$ cat src/verilog/csfr_pkg.sv
// Package with register offsets, bit positions and reset values of the codec status flags.
package csfr_pkg;
    // ==========================================
    // Register offsets
    localparam logic [7:0] CSFR_OFS_MODULE_POWER_STATUS = 8'h5e;
    localparam logic [7:0] CSFR_OFS_DRIVER_SHORT_STATUS = 8'h5f;
    localparam logic [7:0] CSFR_OFS_LATCHED_FLAGS       = 8'h60;
    localparam logic [7:0] CSFR_OFS_LIVE_FLAGS          = 8'h61;
    localparam logic [7:0] CSFR_OFS_RESERVED_FIRST      = 8'h62;
    localparam logic [7:0] CSFR_OFS_RESERVED_LAST       = 8'h64;
    localparam logic [7:0] CSFR_OFS_CORE_CLOCK_SELECT   = 8'h65;
    // ==========================================
    // Module power status bit positions
    localparam int CSFR_PWR_LEFT_DAC   = 7;
    localparam int CSFR_PWR_RIGHT_DAC  = 6;
    localparam int CSFR_PWR_LEFT_LINE  = 4;
    localparam int CSFR_PWR_RIGHT_LINE = 3;
    localparam int CSFR_PWR_LEFT_HP    = 2;
    localparam int CSFR_PWR_RIGHT_HP   = 1;
    // ==========================================
    // Short status and flag bit positions
    localparam int CSFR_SHORT_MSB      = 7;
    localparam int CSFR_SHORT_LSB      = 4;
    localparam int CSFR_COM_PWR_LEFT   = 3;
    localparam int CSFR_COM_PWR_RIGHT  = 2;
    localparam int CSFR_FLAG_HEADSET   = 2;
    localparam int CSFR_FLAG_GATE_L    = 1;
    localparam int CSFR_FLAG_GATE_R    = 0;
    localparam int CSFR_CLK_SEL_BIT    = 0;
    // ==========================================
    // Widths and reset values
    localparam int         CSFR_DATA_W   = 8;
    localparam int         CSFR_NUM_COND = 7;
    localparam logic [7:0] CSFR_ZERO     = 8'h00;
    localparam logic       CSFR_CLK_SEL_RESET = 1'b0;
    localparam logic       CSFR_CLK_SEL_PLL   = 1'b0;
    localparam logic       CSFR_CLK_SEL_DIV   = 1'b1;
endpackage

$ cat src/verilog/csfr_sync3.sv
// Three-stage synchroniser that accepts a change once stages two and three agree.
`timescale 1ns/100ps
module csfr_sync3
    import csfr_pkg::*;
#(
    parameter bit RESET_VAL = 1'b0
) (
    input  wire logic clock,
    input  wire logic srst,
    input  wire logic async_in,
    output logic      sync_out
);
    logic [2:0] stage_q;
    logic [2:0] stage_d;
    logic       out_q;
    logic       out_d;

    always_comb begin
        stage_d = {stage_q[1:0], async_in};
        out_d   = (stage_q[1] == stage_q[2]) ? stage_q[2] : out_q;
    end

    always_ff @(posedge clock) begin
        if (srst) begin
            stage_q <= {3{RESET_VAL}};
            out_q   <= RESET_VAL;
        end else begin
            stage_q <= stage_d;
            out_q   <= out_d;
        end
    end

    assign sync_out = out_q;
endmodule

$ cat src/verilog/csfr_sticky_bit.sv
// One sticky flag bit: set by a condition, cleared by a read, set wins over clear.
`timescale 1ns/100ps
module csfr_sticky_bit (
    input  wire logic clock,
    input  wire logic srst,
    input  wire logic cond,
    input  wire logic clear,
    output logic      flag
);
    logic flag_q;
    logic flag_d;

    // A condition present in the clearing cycle keeps the bit set, so no event is lost.
    always_comb begin
        flag_d = cond | (flag_q & ~clear);
    end

    always_ff @(posedge clock) begin
        if (srst) begin
            flag_q <= 1'b0;
        end else begin
            flag_q <= flag_d;
        end
    end

    assign flag = flag_q;
endmodule

$ cat src/verilog/csfr_regs.sv
// Status, flag and clock select registers of the codec control bank.
// ==========================================
// Summary of operation
// - Power status bit 7 is high only when the left DAC is fully up.
// - Power status bit 6 is high only when the right DAC is fully up.
// - Power status bit 4 follows the left line output driver power state.
// - Power status bit 3 is high only when the right line driver is fully up.
// - Power status bits 2 and 1 show left and right headphone drivers fully up.
// - Short status bits 7 to 4 show shorts on the four headphone drivers.
// - Short status bits 3 and 2 show both common drivers fully up.
// - Latched flags hold short detection in bits 7 to 4 after it clears.
// - Bit 2 of latched and live flags shows headset insertion or removal.
// - Latched bits 1 and 0 record left and right signal below noise gate.
// - Live flags share the latched layout and show present state unlatched.
// - Live bits 1 and 0 are high while each ADC is below noise gate.
// - The three reserved registers read zero; the host does not write them.
// - Clock register bit 0 picks the core clock source, resetting to zero.
`timescale 1ns/100ps
module csfr_regs
    import csfr_pkg::*;
(
    input  wire logic                   clock,
    input  wire logic                   srst,
    // Register access port.
    input  wire logic [7:0]             reg_addr,
    input  wire logic                   reg_wr,
    input  wire logic                   reg_rd,
    input  wire logic [CSFR_DATA_W-1:0] reg_wdata,
    output logic      [CSFR_DATA_W-1:0] reg_rdata,
    output logic                        reg_rvalid,
    // Power-up indications from the analog modules.
    input  wire logic                   left_dac_up,
    input  wire logic                   right_dac_up,
    input  wire logic                   left_line_out_driver_up,
    input  wire logic                   right_line_out_driver_up,
    input  wire logic                   left_headphone_driver_up,
    input  wire logic                   right_headphone_driver_up,
    input  wire logic                   left_headphone_common_driver_up,
    input  wire logic                   right_headphone_common_driver_up,
    // Analog detector conditions.
    input  wire logic                   left_headphone_driver_short,
    input  wire logic                   right_headphone_driver_short,
    input  wire logic                   left_headphone_common_driver_short,
    input  wire logic                   right_headphone_common_driver_short,
    input  wire logic                   headset_change,
    input  wire logic                   left_adc_below_gate,
    input  wire logic                   right_adc_below_gate,
    // Core clock source choice.
    output logic                        codec_core_clock_in_sel
);
    // ==========================================
    // Input synchronisation
    logic left_dac_up_s;
    logic right_dac_up_s;
    logic left_line_up_s;
    logic right_line_up_s;
    logic left_hp_up_s;
    logic right_hp_up_s;
    logic left_com_up_s;
    logic right_com_up_s;
    logic left_hp_short_s;
    logic right_hp_short_s;
    logic left_com_short_s;
    logic right_com_short_s;
    logic headset_s;
    logic left_gate_s;
    logic right_gate_s;

    // Every analog level crosses into the register clock before any flag sees it.
    csfr_sync3 #(
        .RESET_VAL (1'b0)
    ) u_sync_left_dac (
        .clock    (clock),
        .srst     (srst),
        .async_in (left_dac_up),
        .sync_out (left_dac_up_s)
    );

    csfr_sync3 #(
        .RESET_VAL (1'b0)
    ) u_sync_right_dac (
        .clock    (clock),
        .srst     (srst),
        .async_in (right_dac_up),
        .sync_out (right_dac_up_s)
    );

    csfr_sync3 #(
        .RESET_VAL (1'b0)
    ) u_sync_left_line (
        .clock    (clock),
        .srst     (srst),
        .async_in (left_line_out_driver_up),
        .sync_out (left_line_up_s)
    );

    csfr_sync3 #(
        .RESET_VAL (1'b0)
    ) u_sync_right_line (
        .clock    (clock),
        .srst     (srst),
        .async_in (right_line_out_driver_up),
        .sync_out (right_line_up_s)
    );

    csfr_sync3 #(
        .RESET_VAL (1'b0)
    ) u_sync_left_hp (
        .clock    (clock),
        .srst     (srst),
        .async_in (left_headphone_driver_up),
        .sync_out (left_hp_up_s)
    );

    csfr_sync3 #(
        .RESET_VAL (1'b0)
    ) u_sync_right_hp (
        .clock    (clock),
        .srst     (srst),
        .async_in (right_headphone_driver_up),
        .sync_out (right_hp_up_s)
    );

    csfr_sync3 #(
        .RESET_VAL (1'b0)
    ) u_sync_left_com (
        .clock    (clock),
        .srst     (srst),
        .async_in (left_headphone_common_driver_up),
        .sync_out (left_com_up_s)
    );

    csfr_sync3 #(
        .RESET_VAL (1'b0)
    ) u_sync_right_com (
        .clock    (clock),
        .srst     (srst),
        .async_in (right_headphone_common_driver_up),
        .sync_out (right_com_up_s)
    );

    csfr_sync3 #(
        .RESET_VAL (1'b0)
    ) u_sync_left_hp_short (
        .clock    (clock),
        .srst     (srst),
        .async_in (left_headphone_driver_short),
        .sync_out (left_hp_short_s)
    );

    csfr_sync3 #(
        .RESET_VAL (1'b0)
    ) u_sync_right_hp_short (
        .clock    (clock),
        .srst     (srst),
        .async_in (right_headphone_driver_short),
        .sync_out (right_hp_short_s)
    );

    csfr_sync3 #(
        .RESET_VAL (1'b0)
    ) u_sync_left_com_short (
        .clock    (clock),
        .srst     (srst),
        .async_in (left_headphone_common_driver_short),
        .sync_out (left_com_short_s)
    );

    csfr_sync3 #(
        .RESET_VAL (1'b0)
    ) u_sync_right_com_short (
        .clock    (clock),
        .srst     (srst),
        .async_in (right_headphone_common_driver_short),
        .sync_out (right_com_short_s)
    );

    csfr_sync3 #(
        .RESET_VAL (1'b0)
    ) u_sync_headset (
        .clock    (clock),
        .srst     (srst),
        .async_in (headset_change),
        .sync_out (headset_s)
    );

    csfr_sync3 #(
        .RESET_VAL (1'b0)
    ) u_sync_left_gate (
        .clock    (clock),
        .srst     (srst),
        .async_in (left_adc_below_gate),
        .sync_out (left_gate_s)
    );

    csfr_sync3 #(
        .RESET_VAL (1'b0)
    ) u_sync_right_gate (
        .clock    (clock),
        .srst     (srst),
        .async_in (right_adc_below_gate),
        .sync_out (right_gate_s)
    );

    // ==========================================
    // Status words
    logic [7:0] pwr_word;
    logic [7:0] short_word;
    logic [7:0] live_word;
    logic [3:0] short_live;
    logic       headset_live;
    logic [1:0] gate_live;

    assign short_live   = {left_hp_short_s, right_hp_short_s,
                           left_com_short_s, right_com_short_s};
    assign headset_live = headset_s;
    assign gate_live    = {left_gate_s, right_gate_s};

    always_comb begin
        pwr_word = CSFR_ZERO;
        pwr_word[CSFR_PWR_LEFT_DAC]   = left_dac_up_s;
        pwr_word[CSFR_PWR_RIGHT_DAC]  = right_dac_up_s;
        pwr_word[CSFR_PWR_LEFT_LINE]  = left_line_up_s;
        pwr_word[CSFR_PWR_RIGHT_LINE] = right_line_up_s;
        pwr_word[CSFR_PWR_LEFT_HP]    = left_hp_up_s;
        pwr_word[CSFR_PWR_RIGHT_HP]   = right_hp_up_s;
        short_word = CSFR_ZERO;
        short_word[CSFR_SHORT_MSB:CSFR_SHORT_LSB] = short_live;
        short_word[CSFR_COM_PWR_LEFT]  = left_com_up_s;
        short_word[CSFR_COM_PWR_RIGHT] = right_com_up_s;
        live_word = CSFR_ZERO;
        live_word[CSFR_SHORT_MSB:CSFR_SHORT_LSB] = short_live;
        live_word[CSFR_FLAG_HEADSET] = headset_live;
        live_word[CSFR_FLAG_GATE_L]  = gate_live[1];
        live_word[CSFR_FLAG_GATE_R]  = gate_live[0];
    end

    // ==========================================
    // Latched flags
    logic [CSFR_NUM_COND-1:0] sticky_cond;
    logic [CSFR_NUM_COND-1:0] sticky_flag;
    logic                     sticky_clear;
    logic [7:0]               sticky_word;

    assign sticky_cond  = {short_live, headset_live, gate_live};
    assign sticky_clear = reg_rd & (reg_addr == CSFR_OFS_LATCHED_FLAGS);

    for (genvar j = 0; j < CSFR_NUM_COND; j++) begin : g_sticky
        csfr_sticky_bit u_bit (
            .clock (clock),
            .srst  (srst),
            .cond  (sticky_cond[j]),
            .clear (sticky_clear),
            .flag  (sticky_flag[j])
        );
    end

    always_comb begin
        sticky_word = CSFR_ZERO;
        sticky_word[CSFR_SHORT_MSB:CSFR_SHORT_LSB] = sticky_flag[6:3];
        sticky_word[CSFR_FLAG_HEADSET] = sticky_flag[2];
        sticky_word[CSFR_FLAG_GATE_L]  = sticky_flag[1];
        sticky_word[CSFR_FLAG_GATE_R]  = sticky_flag[0];
    end

    // ==========================================
    // Clock select register
    logic clk_sel_q;
    logic clk_sel_d;

    // Only bit 0 is stored; the host keeps the upper bits zero, so they are dropped.
    always_comb begin
        clk_sel_d = clk_sel_q;
        if (reg_wr && reg_addr == CSFR_OFS_CORE_CLOCK_SELECT) begin
            clk_sel_d = reg_wdata[CSFR_CLK_SEL_BIT];
        end
    end

    always_ff @(posedge clock) begin
        if (srst) begin
            clk_sel_q <= CSFR_CLK_SEL_RESET;
        end else begin
            clk_sel_q <= clk_sel_d;
        end
    end

    assign codec_core_clock_in_sel = clk_sel_q;

    // ==========================================
    // Read port
    logic [7:0] rdata_q;
    logic [7:0] rdata_d;
    logic       rvalid_q;
    logic       rvalid_d;

    // The latched word is captured in the same cycle it is cleared, so a read loses nothing.
    always_comb begin
        rdata_d  = rdata_q;
        rvalid_d = reg_rd;
        if (reg_rd) begin
            unique case (reg_addr)
                CSFR_OFS_MODULE_POWER_STATUS: rdata_d = pwr_word;
                CSFR_OFS_DRIVER_SHORT_STATUS: rdata_d = short_word;
                CSFR_OFS_LATCHED_FLAGS:       rdata_d = sticky_word;
                CSFR_OFS_LIVE_FLAGS:          rdata_d = live_word;
                CSFR_OFS_CORE_CLOCK_SELECT: begin
                    rdata_d = CSFR_ZERO;
                    rdata_d[CSFR_CLK_SEL_BIT] = clk_sel_q;
                end
                default:                      rdata_d = CSFR_ZERO;
            endcase
        end
    end

    always_ff @(posedge clock) begin
        if (srst) begin
            rdata_q  <= CSFR_ZERO;
            rvalid_q <= 1'b0;
        end else begin
            rdata_q  <= rdata_d;
            rvalid_q <= rvalid_d;
        end
    end

    assign reg_rdata  = rdata_q;
    assign reg_rvalid = rvalid_q;
endmodule

$ cat config.mk
export PLATFORM = sky130hd
export DESIGN_NAME = csfr_regs
export DESIGN_NICKNAME = d
export VERILOG_FILES = /design/src/verilog/csfr_pkg.sv /design/src/verilog/csfr_sync3.sv /design/src/verilog/csfr_sticky_bit.sv /design/src/verilog/csfr_regs.sv
export SDC_FILE = /design/constraint.sdc
export NUM_CORES = 1
export LEC_CHECK = 0
export BUFFER_PORTS_ARGS = -buffer_cell sky130_fd_sc_hd__buf_2
export CAP_MARGIN = 20
export CORE_MARGIN = 4
export CORE_UTILIZATION = 49
export DETAILED_ROUTE_END_ITERATION = 7
export PLACE_DENSITY_LB_ADDON = 0.3
export SLEW_MARGIN = 20
export SYNTH_ARGS = -nofsm -noshare
export SYNTH_HDL_FRONTEND = slang
export SYNTH_SLANG_ARGS = --single-unit
$ cat constraint.sdc
create_clock -name clock -period 1.6 [get_ports clock]
set_input_delay 0.48 -clock clock [delete_from_list [all_inputs] [get_ports clock]]
set_output_delay 0.48 -clock clock [all_outputs]
set_load 0.01 [all_outputs]
* Word-level counts from Yosys, hierarchy flattened *
Cells that the tools add are included.

word-level totals
  bits of input ports = 35
  register bits = 77

operators by class
  multiplexer cells = 1
  equality and inequality tests = 20
  reduce and logical (&&, ||, !) cells = 1
  bitwise gates (word level) = 16

operators by type and width
  cell                                           number
  == test 8 x 7 -> 1 bit, second input constant  5
  one-hot mux 8 bit (5 select lines)             1
  == test 1 bit                                  15
  AND 1 bit                                      8
  OR 1 bit                                       7
  logical AND 1 bit                              1
  NOT 1 bit                                      1

* Depth between registers and ports, before layout *
  word-level depth = 5
  mapped depth = 5

* Cells and area by module *
From an unflattened synthesis, not the netlist that was laid out.

second synthesis, totals
  cells, all modules = 241
  area total of the unflattened synthesis = 2529.9 um2

by module, submodules not included
  module           cells an instance  instances  area an instance (um2)
  csfr_sync3       10                 15         112.6
  csfr_regs        63                 1          569.3
  csfr_sticky_bit  4                  7          38.8

* Least setup slack after synthesis *
OpenSTA, ideal clock, no wires.

  path kind = input to register
  from = in reg_addr[3]
  to = reg rdata_q[2] (netlist: reg_rdata[2])
  arrival time = 1.567 ns
  slack = -0.071 ns
  stages on the path = 4
  path through = or4b_4 > nor2_2 > a311oi_1 > a2111oi_2

between the ends
  cells in the longest elaborated chain, start to end = 2

RTL lines
  what                                  line              RTL
  start: declaration                    csfr_regs.sv:25   input wire logic [7:0] reg_addr,
  == test 8 x 7 -> 1 bit                csfr_regs.sv:301  unique case (reg_addr)
  one-hot mux 8 bit (5 select lines) *  csfr_regs.sv:301
  end signal: assignment                csfr_regs.sv:320  rdata_q <= rdata_d;
  end: declaration                      csfr_regs.sv:291  logic [7:0] rdata_q;

Every way passes the cells marked *; elsewhere a longest branch is shown, timed or not.
A chain may end at the register's enable or synchronous reset.

* Final worst setup path *
  from = in reg_addr[1]
  to = reg rdata_q[6] (netlist: reg_rdata[6])

The elaborated chain is that of the path after synthesis.

==> summary.txt <==
Status -> finished, final reports clean
Vias per inst -> 5.03
Inserted Clock Buffers -> 9
Register area share after synthesis -> 57.7%
Worst r2r dst -> reg_rdata[2]
Switch share -> 19.5%
Flops & latches, synth -> 77
CP Launch Point -> reg_addr[1]
Largest family of logic cells by synthesized area -> simple AND/OR/NAND/NOR gates
Cell taking the most area after synthesis -> dfxtp_1
Max reg flops -> 8
I/O Buffers -> 37
DRC -> 0
Setup_tns -> 0 ps
Pleak -> 1.28 nW
Post-synth ARST share -> 0%
EDFF count, synth -> 0
Clock tree buffer depth -> 2
Clock Skews -> 8.53 ps
Synth Flop Type -> dfxtp_1
Internal power -> 0.00316 W
GRT Residual Overflow -> 0
M1 GR Usage -> 19.5%
Detailed-placement wirelength estimate -> 3290 microns
Most common cell after layout, fill and taps aside -> dfxtp_1
Initial antenna violation count -> 0
Post CTS Setup Buffer Count -> 0
Antenna diode count -> 0
Crit. End Element -> flip-flop
Die area -> 6700 sq um
Synthesis-to-layout area growth -> 23.9%
Logic pwr share -> 4.5%
Routed wire per std cell -> 12.6 microns
Final worst path period need -> 1550 ps
Distinct cells, synth -> 36
Nets -> 355
Hold path depth -> 2
Met2 usage -> 27.2%
Post-Synthesis Cell Area -> 2670 sq um
Clk network pwr share -> 45.0%
Post-synthesis xor/xnor area fraction -> 0%
Final worst-path cycle share -> 97.1%
Most frequent cells in the layout -> 77 x dfxtp_1, 47 x nor2b_1, 37 x buf_2, 25 x a21oi_1, 21 x nand2_1
Routed WL -> 4970 microns
Initial DRC count -> 132
Final antenna-violating net count -> 0
Final Hold Viols -> 0
Core outline area -> 5200 sq um
Initial Utilization -> 51.3%
Post-synthesis compound-gate area fraction -> 14.7%
Max Cap Viol -> 0
Largest fanout on the critical path -> 4
Hold Crit Class -> in2reg
Largest net degree at the start of global routing -> 49
DRT Pass-1 Iters -> 4
Startpoint types -> primary input
Syn nets -> 301
Pwr dens -> 1190 nW/um^2
R2r setup slk -> 460 ps
Die width -> 81.9 microns
Slew HR -> 69.6%
Fin. max-slew vios -> 0
Met3 Use GR -> 5.92%
CP arrival -> 1810 ps
Worst-case reg-to-reg path depth -> 4
DR vias -> 1981
Cell Rows -> 26
Top-area cell type share of the netlist area -> 57.7%
CP endpoint -> reg_rdata[6]
CTS tree -> yes
RSZ-0062 raised after global routing -> false
Max VDD drop -> 662 uV
Clock latency on the worst-skew pair -> 350 ps
Seq pwr share -> 50.5%
Synth area leaders -> dfxtp_1 58%, nor2b_1 11%, a21oi_1 4.7%
Final GP Congestion -> 0.821
Clk sinks -> 77
Worst-margin pin slew -> 456 ps
H-tree depth -> 3
Critical path class -> in2reg
Final setup vio count -> 0
Share of cells above drive strength 1 -> 26.5%
Critical Path RT -> 1860 ps
Util after Layout -> 63.6%
Mux contribution to synthesized area -> 1.54%
Busiest layer in global routing -> met2
Syn_area_per_cell -> 10.0 sq um
Worst R2R Start -> u_sync_left_hp.sync_out
NetSw -> 0.000765 W
First-pass GRT wire length -> 8440 microns
GRT Total Usage -> 17.0%
Clk slew on worst S/H paths -> 70 ps
Die Y-Extent -> 81.9 microns
Post-Synth Adder-Cell Area -> 0%
IO Pins -> 45
Simple-gate share of the synthesized area -> 24.0%
Post-Synthesis Cells -> 266
Vias in the first global route -> 1917
Root buffer cell -> clkbuf_8
Syn. warnings -> 0
Fmax -> 644 MHz
Hold WS -> 338 ps
worst min path at each step:
stage / from / endpoint / slack (ps)
finish: right_headphone_common_driver_up / u_sync_right_com.stage_q[0] / 340
global placement: u_sync_left_com.stage_q[0] / u_sync_left_com.stage_q[1] / 420
CTS: right_headphone_driver_up / u_sync_right_hp.stage_q[0] / 320
global route: right_dac_up / u_sync_right_dac.stage_q[0] / 320
detailed placement: u_sync_left_dac.stage_q[0] / u_sync_left_dac.stage_q[1] / 420
floorplan: u_sync_headset.stage_q[0] / u_sync_headset.stage_q[1] / 410
worst max-delay path, stage by stage:
cell      delay (ps)
buf_2            130
or4b_4           570
o32ai_2          250
a21boi_1         150
a221oi_2         230
logic make-up after synthesis:
logic type | after synthesis
simple gates | 110
mux | 4
compound gates | 60
buf+inv | 15
flops | 77
area by class of cell:
class	instances	area, sq um
fillers	443	1890
flip-flops and latches	77	1540
multi-input cells	174	1100
repair buffers	56	328
clock buffers	11	151
clock inverters	4	95.1
well taps	70	87.6
inverters	2	7.51
metrics by stage:
step / worst slack (ps) / total power [W] / std cells / cell area (sq um)
after floorplan: -32.0 / 0.00212 / 266 / 2690
after global placement: -257 / 0.00220 / 379 / 3060
after detailed placement: -315 / 0.00220 / 379 / 3060
after CTS: 50.6 / 0.00397 / 394 / 3300
after global routing: 4.88 / 0.00408 / 394 / 3310
final: 46.6 / 0.00393 / 394 / 3310
power groups by stage:
| stage | clock network (W) | logic (W) | registers [W] |
|---|---|---|---|
| 6_report | 0.00177 | 0.000178 | 0.00198 |
| 5_1_grt | 0.00189 | 0.000199 | 0.00199 |
| 4_1_cts | 0.00181 | 0.000178 | 0.00198 |
| 3_5_place_dp | 0 | 0.000176 | 0.00203 |
| 3_3_place_gp | 0 | 0.000172 | 0.00202 |
| 2_1_floorplan | 0 | 0.0000996 | 0.00202 |
Yosys cell counts, types with 3 or more instances:
| library cell | count |
|---|---|
| nor4_1 | 4 |
| mux2i_1 | 3 |
| clkbuf_1 | 13 |
| nor3_1 | 5 |
| a221oi_2 | 3 |
| a21oi_1 | 25 |
| a21boi_1 | 3 |
| nor2b_1 | 47 |
| nor2_1 | 10 |
| and4_1 | 4 |
| nand3_1 | 3 |
| nand2b_1 | 8 |
| dfxtp_1 | 77 |
| o21bai_1 | 3 |
| nand2_1 | 21 |
| o21ai_0 | 17 |
timing repair:
item / 4_1_cts / 5_1_grt
gates resized for setup: 0 / 1
endpoints found under the setup margin: 0 / 1
hold buffers: 0 / 0
layer usage:
layer	routed length, microns	vias up
li1	-	1026
met1	2240	909
met2	2340	36
met3	274	10
met4	110	0
met5	0	-
(Power assumes the default switching activity.)
